==> src/common/asr_defs.svh <==
// Purpose: Offsets, reset values and field positions for sample ready block
// Assumes: Byte-wide register port on sys_clk, one access per cycle
// Notes:   Included by name; definitions only
// Function
// Set ready flag on new sample
// Reading sample data clears ready flag
// Sample during read sets flag until next
// Pending newer sample supplied, cleared at start
// Overtaken sample dropped without any error
// Read done, nothing pending: flag zero
// Select bit routes flag to serial out
// Map bits route flag to interrupts
// Low-res modes zero four result LSBs
// Axis words split high/low at 0x15..
// Count weight follows range setting
// Read spans first to last byte, coherent
`ifndef ASR_DEFS_SVH
`define ASR_DEFS_SVH
`define ASR_OFS_STATUS  8'h14
`define ASR_OFS_XH      8'h15
`define ASR_OFS_XL      8'h16
`define ASR_OFS_YH      8'h17
`define ASR_OFS_YL      8'h18
`define ASR_OFS_ZH      8'h19
`define ASR_OFS_ZL      8'h1A
`define ASR_RST_BYTE    8'h00
`define ASR_RST_WORD    16'h0000
`define ASR_LOWRES_MASK 16'hFFF0
`define ASR_READY_BIT   0
`endif

==> src/common/asr_pkg.sv <==
// Purpose: Types for the sample ready block
// Assumes: Nothing beyond the defs header
// Notes:   Power modes named from what they do
package asr_pkg;
    typedef enum logic [2:0] {
        asr_mode_high_perf,
        asr_mode_low_power,
        asr_mode_very_low_power_mode,
        asr_mode_ultra_low_power_mode,
        asr_mode_high_speed_mode
    } asr_mode_t;
    typedef enum logic {
        asr_idle,
        asr_reading
    } asr_rd_state_t;
endpackage : asr_pkg

==> src/verilog/asr_range_scale.sv <==
// Purpose: Range scaling and low-resolution masking of one axis result
// Assumes: Raw result is signed 16-bit at the narrowest range weight
// Notes:   Combinational; registered by the caller
`timescale 1ns/1ps
`include "asr_defs.svh"
module asr_range_scale #(
    parameter int WIDTH = 16                  // Result width
) (
    input  wire logic [WIDTH-1:0] raw,        // Raw converter result
    input  wire logic [1:0]       range_sel,  // Range: 0 narrow .. 2 wide
    input  wire logic             low_res,    // 12-bit converter in use
    output logic      [WIDTH-1:0] scaled      // Scaled, masked result
);
    logic [WIDTH-1:0] shifted;                // Result after range shift

    // Wider range makes each count weigh more: arithmetic shift right
    always_comb begin
        case (range_sel)
            2'h1:    shifted = WIDTH'($signed(raw) >>> 1);
            2'h2:    shifted = WIDTH'($signed(raw) >>> 2);
            default: shifted = raw;
        endcase
        // Four LSBs forced to zero in low-resolution modes
        scaled = low_res ? (shifted & `ASR_LOWRES_MASK) : shifted;
    end
endmodule : asr_range_scale

==> src/verilog/asr_sample_ready.sv <==
// Purpose: Axis output registers and clear-on-read sample ready flag
// Assumes: Host reads one register per cycle via rd_en/rd_addr
// Notes:   A read session spans the first to the last axis byte
`timescale 1ns/1ps
`include "asr_defs.svh"
module asr_sample_ready (
    input  wire logic             sys_clk,      // 200 MHz clock
    input  wire logic             rstn,         // Async reset, active low
    input  wire logic             new_valid,    // New sample strobe
    input  wire logic [15:0]      new_x,        // Raw X result
    input  wire logic [15:0]      new_y,        // Raw Y result
    input  wire logic [15:0]      new_z,        // Raw Z result
    input  wire asr_pkg::asr_mode_t power_mode, // Converter power mode
    input  wire logic [1:0]       range_sel,    // Measurement range
    input  wire logic             rd_en,        // Register read strobe
    input  wire logic [7:0]       rd_addr,      // Register read address
    input  wire logic             ready_on_serial_out_select, // Flag to pin
    input  wire logic             ready_to_irq0_map, // Flag to irq 0
    input  wire logic             ready_to_irq1_map, // Flag to irq 1
    output logic      [7:0]       rd_data,      // Read data, registered
    output logic                  serial_out_pin, // Serial out, flag route
    output logic                  interrupt_out_0, // Interrupt 0
    output logic                  interrupt_out_1  // Interrupt 1
);
    ////////////////////////////////////////////////////////////////////////
    // Scaling of incoming samples
    ////////////////////////////////////////////////////////////////////////
    logic        low_res;                   // 12-bit converter mode
    logic [15:0] raw_ax [3];                // Raw X, Y, Z by axis index
    logic [15:0] sc_ax  [3];                // Scaled X, Y, Z by axis index
    logic [15:0] sc_x;                      // Scaled X
    logic [15:0] sc_y;                      // Scaled Y
    logic [15:0] sc_z;                      // Scaled Z

    // Three power modes use the coarse converter
    assign low_res =
        (power_mode == asr_pkg::asr_mode_very_low_power_mode) ||
        (power_mode == asr_pkg::asr_mode_ultra_low_power_mode) ||
        (power_mode == asr_pkg::asr_mode_high_speed_mode);

    // Gather the axes so one loop builds every scaler
    assign raw_ax[0] = new_x;
    assign raw_ax[1] = new_y;
    assign raw_ax[2] = new_z;

    // One scaler per axis; all share range and resolution settings
    for (genvar a = 0; a < 3; a++) begin : g_axis
        asr_range_scale #(
            .WIDTH(16)
        ) u_scale (
            .raw       (raw_ax[a]),
            .range_sel (range_sel),
            .low_res   (low_res),
            .scaled    (sc_ax[a])
        );
    end

    assign sc_x = sc_ax[0];
    assign sc_y = sc_ax[1];
    assign sc_z = sc_ax[2];

    ////////////////////////////////////////////////////////////////////////
    // Sample state: pending sample, visible sample, flag
    ////////////////////////////////////////////////////////////////////////
    asr_pkg::asr_rd_state_t state;          // Read session state
    asr_pkg::asr_rd_state_t next_state;
    logic [15:0] pend_x, pend_y, pend_z;    // Newest sample, not yet shown
    logic [15:0] next_pend_x, next_pend_y, next_pend_z;
    logic        pend_vld;                  // Pending sample waiting
    logic        next_pend_vld;
    logic [15:0] shw_x, shw_y, shw_z;       // Sample frozen for the host
    logic [15:0] next_shw_x, next_shw_y, next_shw_z;
    logic        ready;                     // Sample ready flag
    logic        next_ready;
    logic        axis_hit;                  // Read hits an axis byte
    logic        last_hit;                  // Read hits the last byte

    assign axis_hit = rd_en && (rd_addr >= `ASR_OFS_XH) &&
                      (rd_addr <= `ASR_OFS_ZL);
    assign last_hit = rd_en && (rd_addr == `ASR_OFS_ZL);

    // Next-state logic; a new sample always wins over any clear
    always_comb begin
        next_state  = state;
        next_pend_x = pend_x;
        next_pend_y = pend_y;
        next_pend_z = pend_z;
        next_pend_vld = pend_vld;
        next_shw_x  = shw_x;
        next_shw_y  = shw_y;
        next_shw_z  = shw_z;
        next_ready  = ready;
        case (state)
            asr_pkg::asr_idle: begin
                if (axis_hit) begin
                    // Start of read: newest sample shown, flag cleared
                    if (pend_vld) begin
                        next_shw_x = pend_x;
                        next_shw_y = pend_y;
                        next_shw_z = pend_z;
                        next_pend_vld = 1'b0;
                    end
                    next_ready = 1'b0;
                    if (!last_hit) begin
                        next_state = asr_pkg::asr_reading;
                    end
                end
            end
            asr_pkg::asr_reading: begin
                // Bytes stay coherent: shown sample frozen until done
                if (last_hit) begin
                    next_state = asr_pkg::asr_idle;
                end
            end
            default: begin
                next_state = asr_pkg::asr_idle;
            end
        endcase
        // Idle with nothing being read: a new sample shows at once
        if (new_valid) begin
            if (state == asr_pkg::asr_idle && !axis_hit) begin
                next_shw_x = sc_x;
                next_shw_y = sc_y;
                next_shw_z = sc_z;
                next_pend_vld = 1'b0;
            end else begin
                // Older pending sample silently overwritten
                next_pend_x = sc_x;
                next_pend_y = sc_y;
                next_pend_z = sc_z;
                next_pend_vld = 1'b1;
            end
            next_ready = 1'b1;
        end
    end

    // Registers for sample state
    always_ff @(posedge sys_clk or negedge rstn) begin
        if (!rstn) begin
            state    <= asr_pkg::asr_idle;
            pend_x   <= `ASR_RST_WORD;
            pend_y   <= `ASR_RST_WORD;
            pend_z   <= `ASR_RST_WORD;
            pend_vld <= 1'b0;
            shw_x    <= `ASR_RST_WORD;
            shw_y    <= `ASR_RST_WORD;
            shw_z    <= `ASR_RST_WORD;
            ready    <= 1'b0;
        end else begin
            state    <= next_state;
            pend_x   <= next_pend_x;
            pend_y   <= next_pend_y;
            pend_z   <= next_pend_z;
            pend_vld <= next_pend_vld;
            shw_x    <= next_shw_x;
            shw_y    <= next_shw_y;
            shw_z    <= next_shw_z;
            ready    <= next_ready;
        end
    end

    ////////////////////////////////////////////////////////////////////////
    // Read data mux and flag routing
    ////////////////////////////////////////////////////////////////////////
    logic [7:0] next_rd_data;               // Next read data
    logic       next_serial_out;            // Next serial out level
    logic       next_irq0;                  // Next interrupt 0
    logic       next_irq1;                  // Next interrupt 1
    logic [15:0] rx, ry, rz;                // Sample the read returns

    // A read opening a session returns the newest sample directly
    always_comb begin
        rx = shw_x;
        ry = shw_y;
        rz = shw_z;
        if (state == asr_pkg::asr_idle && pend_vld) begin
            rx = pend_x;
            ry = pend_y;
            rz = pend_z;
        end
        next_rd_data = `ASR_RST_BYTE;
        if (rd_en) begin
            case (rd_addr)
                `ASR_OFS_STATUS: next_rd_data = {7'h00, ready};
                `ASR_OFS_XH: next_rd_data = rx[15:8];
                `ASR_OFS_XL: next_rd_data = rx[7:0];
                `ASR_OFS_YH: next_rd_data = ry[15:8];
                `ASR_OFS_YL: next_rd_data = ry[7:0];
                `ASR_OFS_ZH: next_rd_data = rz[15:8];
                `ASR_OFS_ZL: next_rd_data = rz[7:0];
                default: next_rd_data = `ASR_RST_BYTE;
            endcase
        end
        // Pin and interrupts registered from the next flag, so they change with the flag
        next_serial_out = ready_on_serial_out_select & next_ready;
        next_irq0 = ready_to_irq0_map & next_ready;
        next_irq1 = ready_to_irq1_map & next_ready;
    end

    // Output registers
    always_ff @(posedge sys_clk or negedge rstn) begin
        if (!rstn) begin
            rd_data         <= `ASR_RST_BYTE;
            serial_out_pin  <= 1'b0;
            interrupt_out_0 <= 1'b0;
            interrupt_out_1 <= 1'b0;
        end else begin
            rd_data         <= next_rd_data;
            serial_out_pin  <= next_serial_out;
            interrupt_out_0 <= next_irq0;
            interrupt_out_1 <= next_irq1;
        end
    end
endmodule : asr_sample_ready

==> config.mk <==
export PLATFORM = sky130hd
export DESIGN_NAME = asr_sample_ready
export DESIGN_NICKNAME = d
export VERILOG_FILES = /design/src/common/asr_pkg.sv /design/src/verilog/asr_range_scale.sv /design/src/verilog/asr_sample_ready.sv
export VERILOG_INCLUDE_DIRS = /design/src /design/src/common
export SDC_FILE = /design/constraint.sdc
export NUM_CORES = 1
export LEC_CHECK = 0
export BUFFER_PORTS_ARGS = -buffer_cell sky130_fd_sc_hd__clkbuf_2
export CAP_MARGIN = 0
export CORE_ASPECT_RATIO = 1.25
export CORE_MARGIN = 2
export CORE_UTILIZATION = 55
export CTS_CLUSTER_SIZE = 25
export DETAILED_ROUTE_END_ITERATION = 6
export GPL_ROUTABILITY_DRIVEN = 0
export PLACE_DENSITY = 0.76
export SETUP_SLACK_MARGIN = 0.02
export SLEW_MARGIN = 20
export SYNTH_ARGS = -nofsm -noshare
export SYNTH_HDL_FRONTEND = slang
export SYNTH_SLANG_ARGS = --single-unit
==> constraint.sdc <==
create_clock -name sys_clk -period 1.89 [get_ports sys_clk]
set_input_delay 0.189 -clock sys_clk [delete_from_list [all_inputs] [get_ports sys_clk]]
set_output_delay 0.189 -clock sys_clk [all_outputs]
set_load 0.01 [all_outputs]
### After elaboration in Yosys (flattened, before gate mapping)

Index checks and enable logic that the tools add are counted.

| operators by class | value |
|---|---|
| equality and inequality tests | 13 |
| muxes and demuxes | 36 |
| magnitude comparators | 2 |
| bitwise logic cells | 5 |
| reductions and logical operators | 11 |

Operator list:

| cell | count |
|---|---|
| $mux W16 | 18 |
| $pmux W15 S2 | 3 |
| $eq A8 B5 Y1 const B | 7 |
| $pmux W8 S7 | 1 |
| $mux W4 | 3 |
| $mux W1 | 9 |
| $ge A8 B5 Y1 const B | 1 |
| $le A8 B5 Y1 const B | 1 |
| $mux W8 | 1 |
| $eq A3 B2 Y1 const B | 2 |
| $logic_and A1 B1 Y1 | 5 |
| $reduce_and A2 Y1 | 2 |
| $and A1 B1 Y1 | 3 |
| $eq A3 B3 Y1 const B | 1 |
| $eq A2 B1 Y1 const B | 1 |
| $eq A2 B2 Y1 const B | 1 |
| $logic_or A1 B1 Y1 | 2 |
| $ne A2 B2 Y1 const B | 1 |
| $not A1 Y1 | 2 |
| $pmux W1 S2 | 1 |
| $reduce_bool A2 Y1 | 1 |
| $logic_not A1 Y1 | 1 |

| word-level totals | value |
|---|---|
| register bits after elaboration | 110 |
| output and inout port bits | 11 |
| logic and storage cells | 80 |
| input port bits | 68 |

### Longest topological paths before layout

| depth | value |
|---|---|
| depth in word-level cells | 7 |
| depth in mapped cells | 9 |
| mapped depth without buffers | 7 |

### Modules after synthesis

A second synthesis with hierarchy kept.

| second synthesis, totals | value |
|---|---|
| cell total of the unflattened synthesis | 659 |
| area, all modules | 6,463.7 sq um |

By module, submodules not included:

| module | seq. area each (sq um) | cells an instance | instances | area an instance (sq um) |
|---|---|---|---|---|
| asr_sample_ready | 2,752.6 | 494 | 1 | 5,469.0 |
| asr_range_scale | 0.0 | 55 | 3 | 331.6 |

### Worst setup path before layout

OpenSTA, ideal clock, no wires.

| path | value |
|---|---|
| kind | input to register |
| start point | input rd_addr[7] |
| end point | register shw_x[1] |
| arrival time | 1,699 ps |
| setup slack | 67 ps |
| library setup time | 125 ps |
| path buffers | 1 |
| stages | 6 |
| required time | 1,765 ps |
| cell sequence | nor4b_4 o211ai_4 nor3_4 buf_6 mux2_1 mux2_2 |

| between the ends | value |
|---|---|
| longest elaborated chain between the ends | 7 |
| elaborated cells on any way between the ends | 10 |
| those cells by class | order compare (2); mux (4); reduce/logical (4) |

RTL lines:

| element | RTL line | text |
|---|---|---|
| start, declared | asr_sample_ready.sv:16 | `input wire logic [7:0] rd_addr,` |
| $ge A8 B5 Y1 (no line) | -- |  |
| $logic_and A1 B1 Y1 | asr_sample_ready.sv:78 | `` assign axis_hit = rd_en && (rd_addr >= `ASR_OFS_XH) && `` |
| $logic_and A1 B1 Y1 (*) | asr_sample_ready.sv:78 |  |
| $mux W16 or $logic_not A1 Y1 (tied branches) | asr_sample_ready.sv:95, asr_sample_ready.sv:121 |  |
| $mux W16 or $logic_and A1 B1 Y1 (tied branches) | asr_sample_ready.sv:93, asr_sample_ready.sv:121 |  |
| $mux W16 | asr_sample_ready.sv:121 | `if (state == asr_pkg::asr_idle && !axis_hit) begin` |
| $mux W16 (*) | asr_sample_ready.sv:120 | `if (new_valid) begin` |
| named net next_shw_x[1] | asr_sample_ready.sv:72 | `logic [15:0] next_shw_x, next_shw_y, next_shw_z;` |
| end signal, assigned | asr_sample_ready.sv:145 | `` shw_x <= `ASR_RST_WORD; `` |
| end signal, assigned | asr_sample_ready.sv:155 | `shw_x <= next_shw_x;` |
| end, declared | asr_sample_ready.sv:71 | `logic [15:0] shw_x, shw_y, shw_z;` |

The timed path passes the listed nets; every way through them passes the cells marked *.
A chain may end at the register's enable or synchronous reset.

### Worst setup path after layout

| path | value |
|---|---|
| start point | register state |
| end point | register rd_data[0] |

| between the ends | value |
|---|---|
| longest elaborated chain between the ends | 5 |
| elaborated cells on any way between the ends | 7 |
| those cells by class | mux (5); bitwise (1); reduce/logical (1) |

RTL lines:

| element | RTL line | text |
|---|---|---|
| start, declared | asr_sample_ready.sv:65 | `asr_pkg::asr_rd_state_t state;` |
| start signal, assigned | asr_sample_ready.sv:140 | `state <= asr_pkg::asr_idle;` |
| start signal, assigned | asr_sample_ready.sv:150 | `state <= next_state;` |
| $not A1 Y1 (*) | -- |  |
| $logic_and A1 B1 Y1 (*) | asr_sample_ready.sv:176 | `if (state == asr_pkg::asr_idle && pend_vld) begin` |
| $mux W16 | asr_sample_ready.sv:176 |  |
| $pmux W8 S7 (*) | asr_sample_ready.sv:183 | `case (rd_addr)` |
| $mux W8 (*) | asr_sample_ready.sv:182 | `if (rd_en) begin` |
| named net next_rd_data[0] | asr_sample_ready.sv:165 | `logic [7:0] next_rd_data;` |
| end signal, assigned | asr_sample_ready.sv:203 | `` rd_data <= `ASR_RST_BYTE; `` |
| end signal, assigned | asr_sample_ready.sv:208 | `rd_data <= next_rd_data;` |
| end, declared | asr_sample_ready.sv:20 | `output logic [7:0] rd_data,` |

Marked as above.

==> flow_summary.ini <==
[clock_network]
clkTransAtPathRegs_ns = 0.07
post-cts-setup-buffers = 0
ctsResizeCount = 0
cts.sinks = 110
clockBufferDepth = 2
root_buffer = clkbuf_16
h-tree-depth = 3
cts_tree = done
clock_latency_ns = 0.36
numCtsBuffers = 9

[critical_path]
path_cells = nand2b_1, buf_4, buf_4, a221o_1, o21ai_1, a21oi_1
cpMaxStageDelayCell = dfrtp_1
cp_max_fo = 10
critPathRequiredTime_ns = 2.10
worst_ep_arrival_time_ns = 1.96
cp-start-kind = flip-flop
cp-end-kind = flip-flop
path_class = reg2reg
crit_top_cell = buf_4
cp_slowest_stage_delay_ns = 0.41
worstRegToRegCells = 6

[global_route]
grt_pass1_vias = 5484
grt_pass1_wl_um = 28100
grt_util_all_layers = 0.281
antenna_found_initial = 0
overflow = 0
grt_max_degree = 60

[synth]
netlist_instances = 646
ys_top_cells_by_area = dfrtp_1 (42%), mux2_2 (12%), mux2i_1 (6.7%)
synth_common_cells = dfrtp_1 (110), mux2_2 (73), nor2_1 (61)
synth_area_um2 = 6600
yosys.area.top_type = dfrtp_1
ys.flop_type = dfrtp_1
yosysTopAreaCellShare = 0.417
ys_ff_latch = 110
synthMostInstantiatedCell = dfrtp_1
synth-edff-count = 0
synth_area_per_cell_um2 = 10.2
async_flop_share = 1.00
synth_fp_nets = 716
yosysWarningCount = 0
ys_types = 43
yosysSeqAreaShare = 0.417

[route]
num_vias = 5408
drtPass1Iterations = 5
ant_nets = 0
remaining_drc_errors = 0
drt_iter0_markers = 460
wl_um = 17300
via_per_inst = 6.10
wl_per_cell_um = 19.5

[place]
placed_area_um2 = 7310
portBuffers = 78
hpwl_um = 12500
numPlacedInstances = 870

[cells_and_area]
fillers = 985
regArea_um2 = 2750
fin_area_um2 = 7620
multi_input_area_um2 = 3490
postLayoutCoreUtil = 0.653
n_antenna_cell = 0
area_growth_syn_to_layout_pct = 15.6
nets = 791
drive_gt1_frac = 0.344
stdcell_count = 887

[run_status]
status = finished clean

[run]
drv_cap = 0

[die]
die-area_um2 = 12900
start_util = 0.565
dieHeight_um = 126
coreArea_um2 = 11700
dieWidth_um = 102
rows = 44
io_pins = 79

[power_and_ir_drop]
power_density_nw_per_um2 = 1010
power_leakage_nw = 3.31
max-vdd-ir-drop_mv = 0.596
power_mw = 7.71

[worst_hold_path]
whs_path_depth = 2
holdCritPathClass = in2reg

[timing]
max_slew_margin = 0.644
final.min_clock_period_ns = 1.75
setup_viol = 0
rsz0062_at_grt = false
worst_slew_pin_slew_ns = 0.530
fin_crit_sh = 0.925
clock_skew_ns = 0.00791
max_freq_ghz = 0.572
hold_viol_final = 0
final-max-slew-violation-count = 0
-- layout make-up --
type                            count  share of cell area
Clock buffer                       12              0.0337
Multi-Input combinational cell    473               0.458
Clock inverter                      4             0.00591
Inverter                            4             0.00197
Timing Repair Buffer              123               0.113
Tap cell                          161              0.0264
Sequential cell                   110               0.361
-- kinds of logic (layout without fill, tap and decap cells) --
| family | after synthesis | in the layout | synth area share |
|---|---|---|---|
| simple gates | 147 | 147 | 0.101 |
| compound gates | 194 | 194 | 0.209 |
| buf+inv | 63 | 143 | 0.0554 |
| mux | 130 | 130 | 0.214 |
| fa+ha+maj | 2 | 2 | 0.00379 |
| flops | 110 | 110 | 0.417 |
-- per-layer routing --
| metal | global-route usage | wire (µm) |
|---|---|---|
| met1 | 0.350 | 6820 |
| met2 | 0.495 | 9150 |
| met3 | 0.0386 | 917 |
| met4 | 0.0933 | 427 |
| met5 | 0 | 0 |
-- sequential cells by signal, summed over array words and instances, names as in the netlist --
name             count
pend_x              16
pend_y              16
pend_z              16
shw_x               16
shw_y               16
shw_z               16
rd_data              8
interrupt_out_0      1
interrupt_out_1      1
pend_vld             1
ready                1
serial_out_pin       1
state                1
-- placed cells by master (no fill, tap or decap), types with 3 or more instances in the layout --
cell	count
o21ai_0	46
nor3_1	8
mux2_1	13
clkinv_2	3
inv_1	4
a21oi_1	27
clkbuf_16	9
mux2_2	73
clkbuf_2	77
mux2i_1	44
o2bb2ai_1	3
a21oi_2	30
a22oi_1	48
and2_1	5
dfrtp_1	110
nand2_1	46
nor2b_1	4
buf_12	10
nand3_1	3
and3_1	10
buf_4	35
a221oi_1	9
nor2_1	61
a22o_1	15
-- worst max-delay path: cells and delay by family, from the launching register on --
kind / cells / cell delay, ns
buffers and inverters: 2 / 0.37
AND/OR/NAND/NOR: 1 / 0.22
AO/OA/AOI/OAI: 3 / 0.60
flip-flops: 1 / 0.41
-- power by group --
part	switching (mW)	internal (mW)	leakage (nW)	total [mW]
Sequential	0.527	3.03	1.36	3.56
Combinational	1.08	1.13	1.80	2.20
Clock	0.853	1.09	0.152	1.95
-- per-stage QoR --
step / TNS, ns / hold slack [ns] / setup slack (ns)
after floorplan: 0 / -0.107 / 0.0666
after global placement: 0 / 0.144 / 0.00847
after detailed placement: -1.21 / 0.150 / -0.0497
after CTS: 0 / 0.0456 / 0.155
after global routing: 0 / 0.0657 / 0.0505
final: 0 / 0.0474 / 0.142
-- path summary, 6_finish.rpt --
| check | startpoint | end | slack, ns |
|---|---|---|---|
| max in group asynchronous | rstn | pend_z[6]$_DFFE_PN0P_ | 0.91 |
| min in group asynchronous | rstn | shw_y[12]$_DFF_PN0_ | 0.30 |
| min reg2reg | pend_x[14]$_DFFE_PN0P_ | pend_x[14]$_DFFE_PN0P_ | 0.53 |
| min | ready_on_serial_out_select | serial_out_pin$_DFF_PN0_ | 0.05 |
| max | state$_DFF_PN0_ | rd_data[0]$_DFF_PN0_ | 0.14 |
| max reg2reg | state$_DFF_PN0_ | rd_data[0]$_DFF_PN0_ | 0.14 |
-- repair_timing --
item	CTS	global route
hold buffers	1	0
endpoints found under the hold margin	30	0
setup endpoints to repair	0	0
Power figures use the tool's default switching activity.
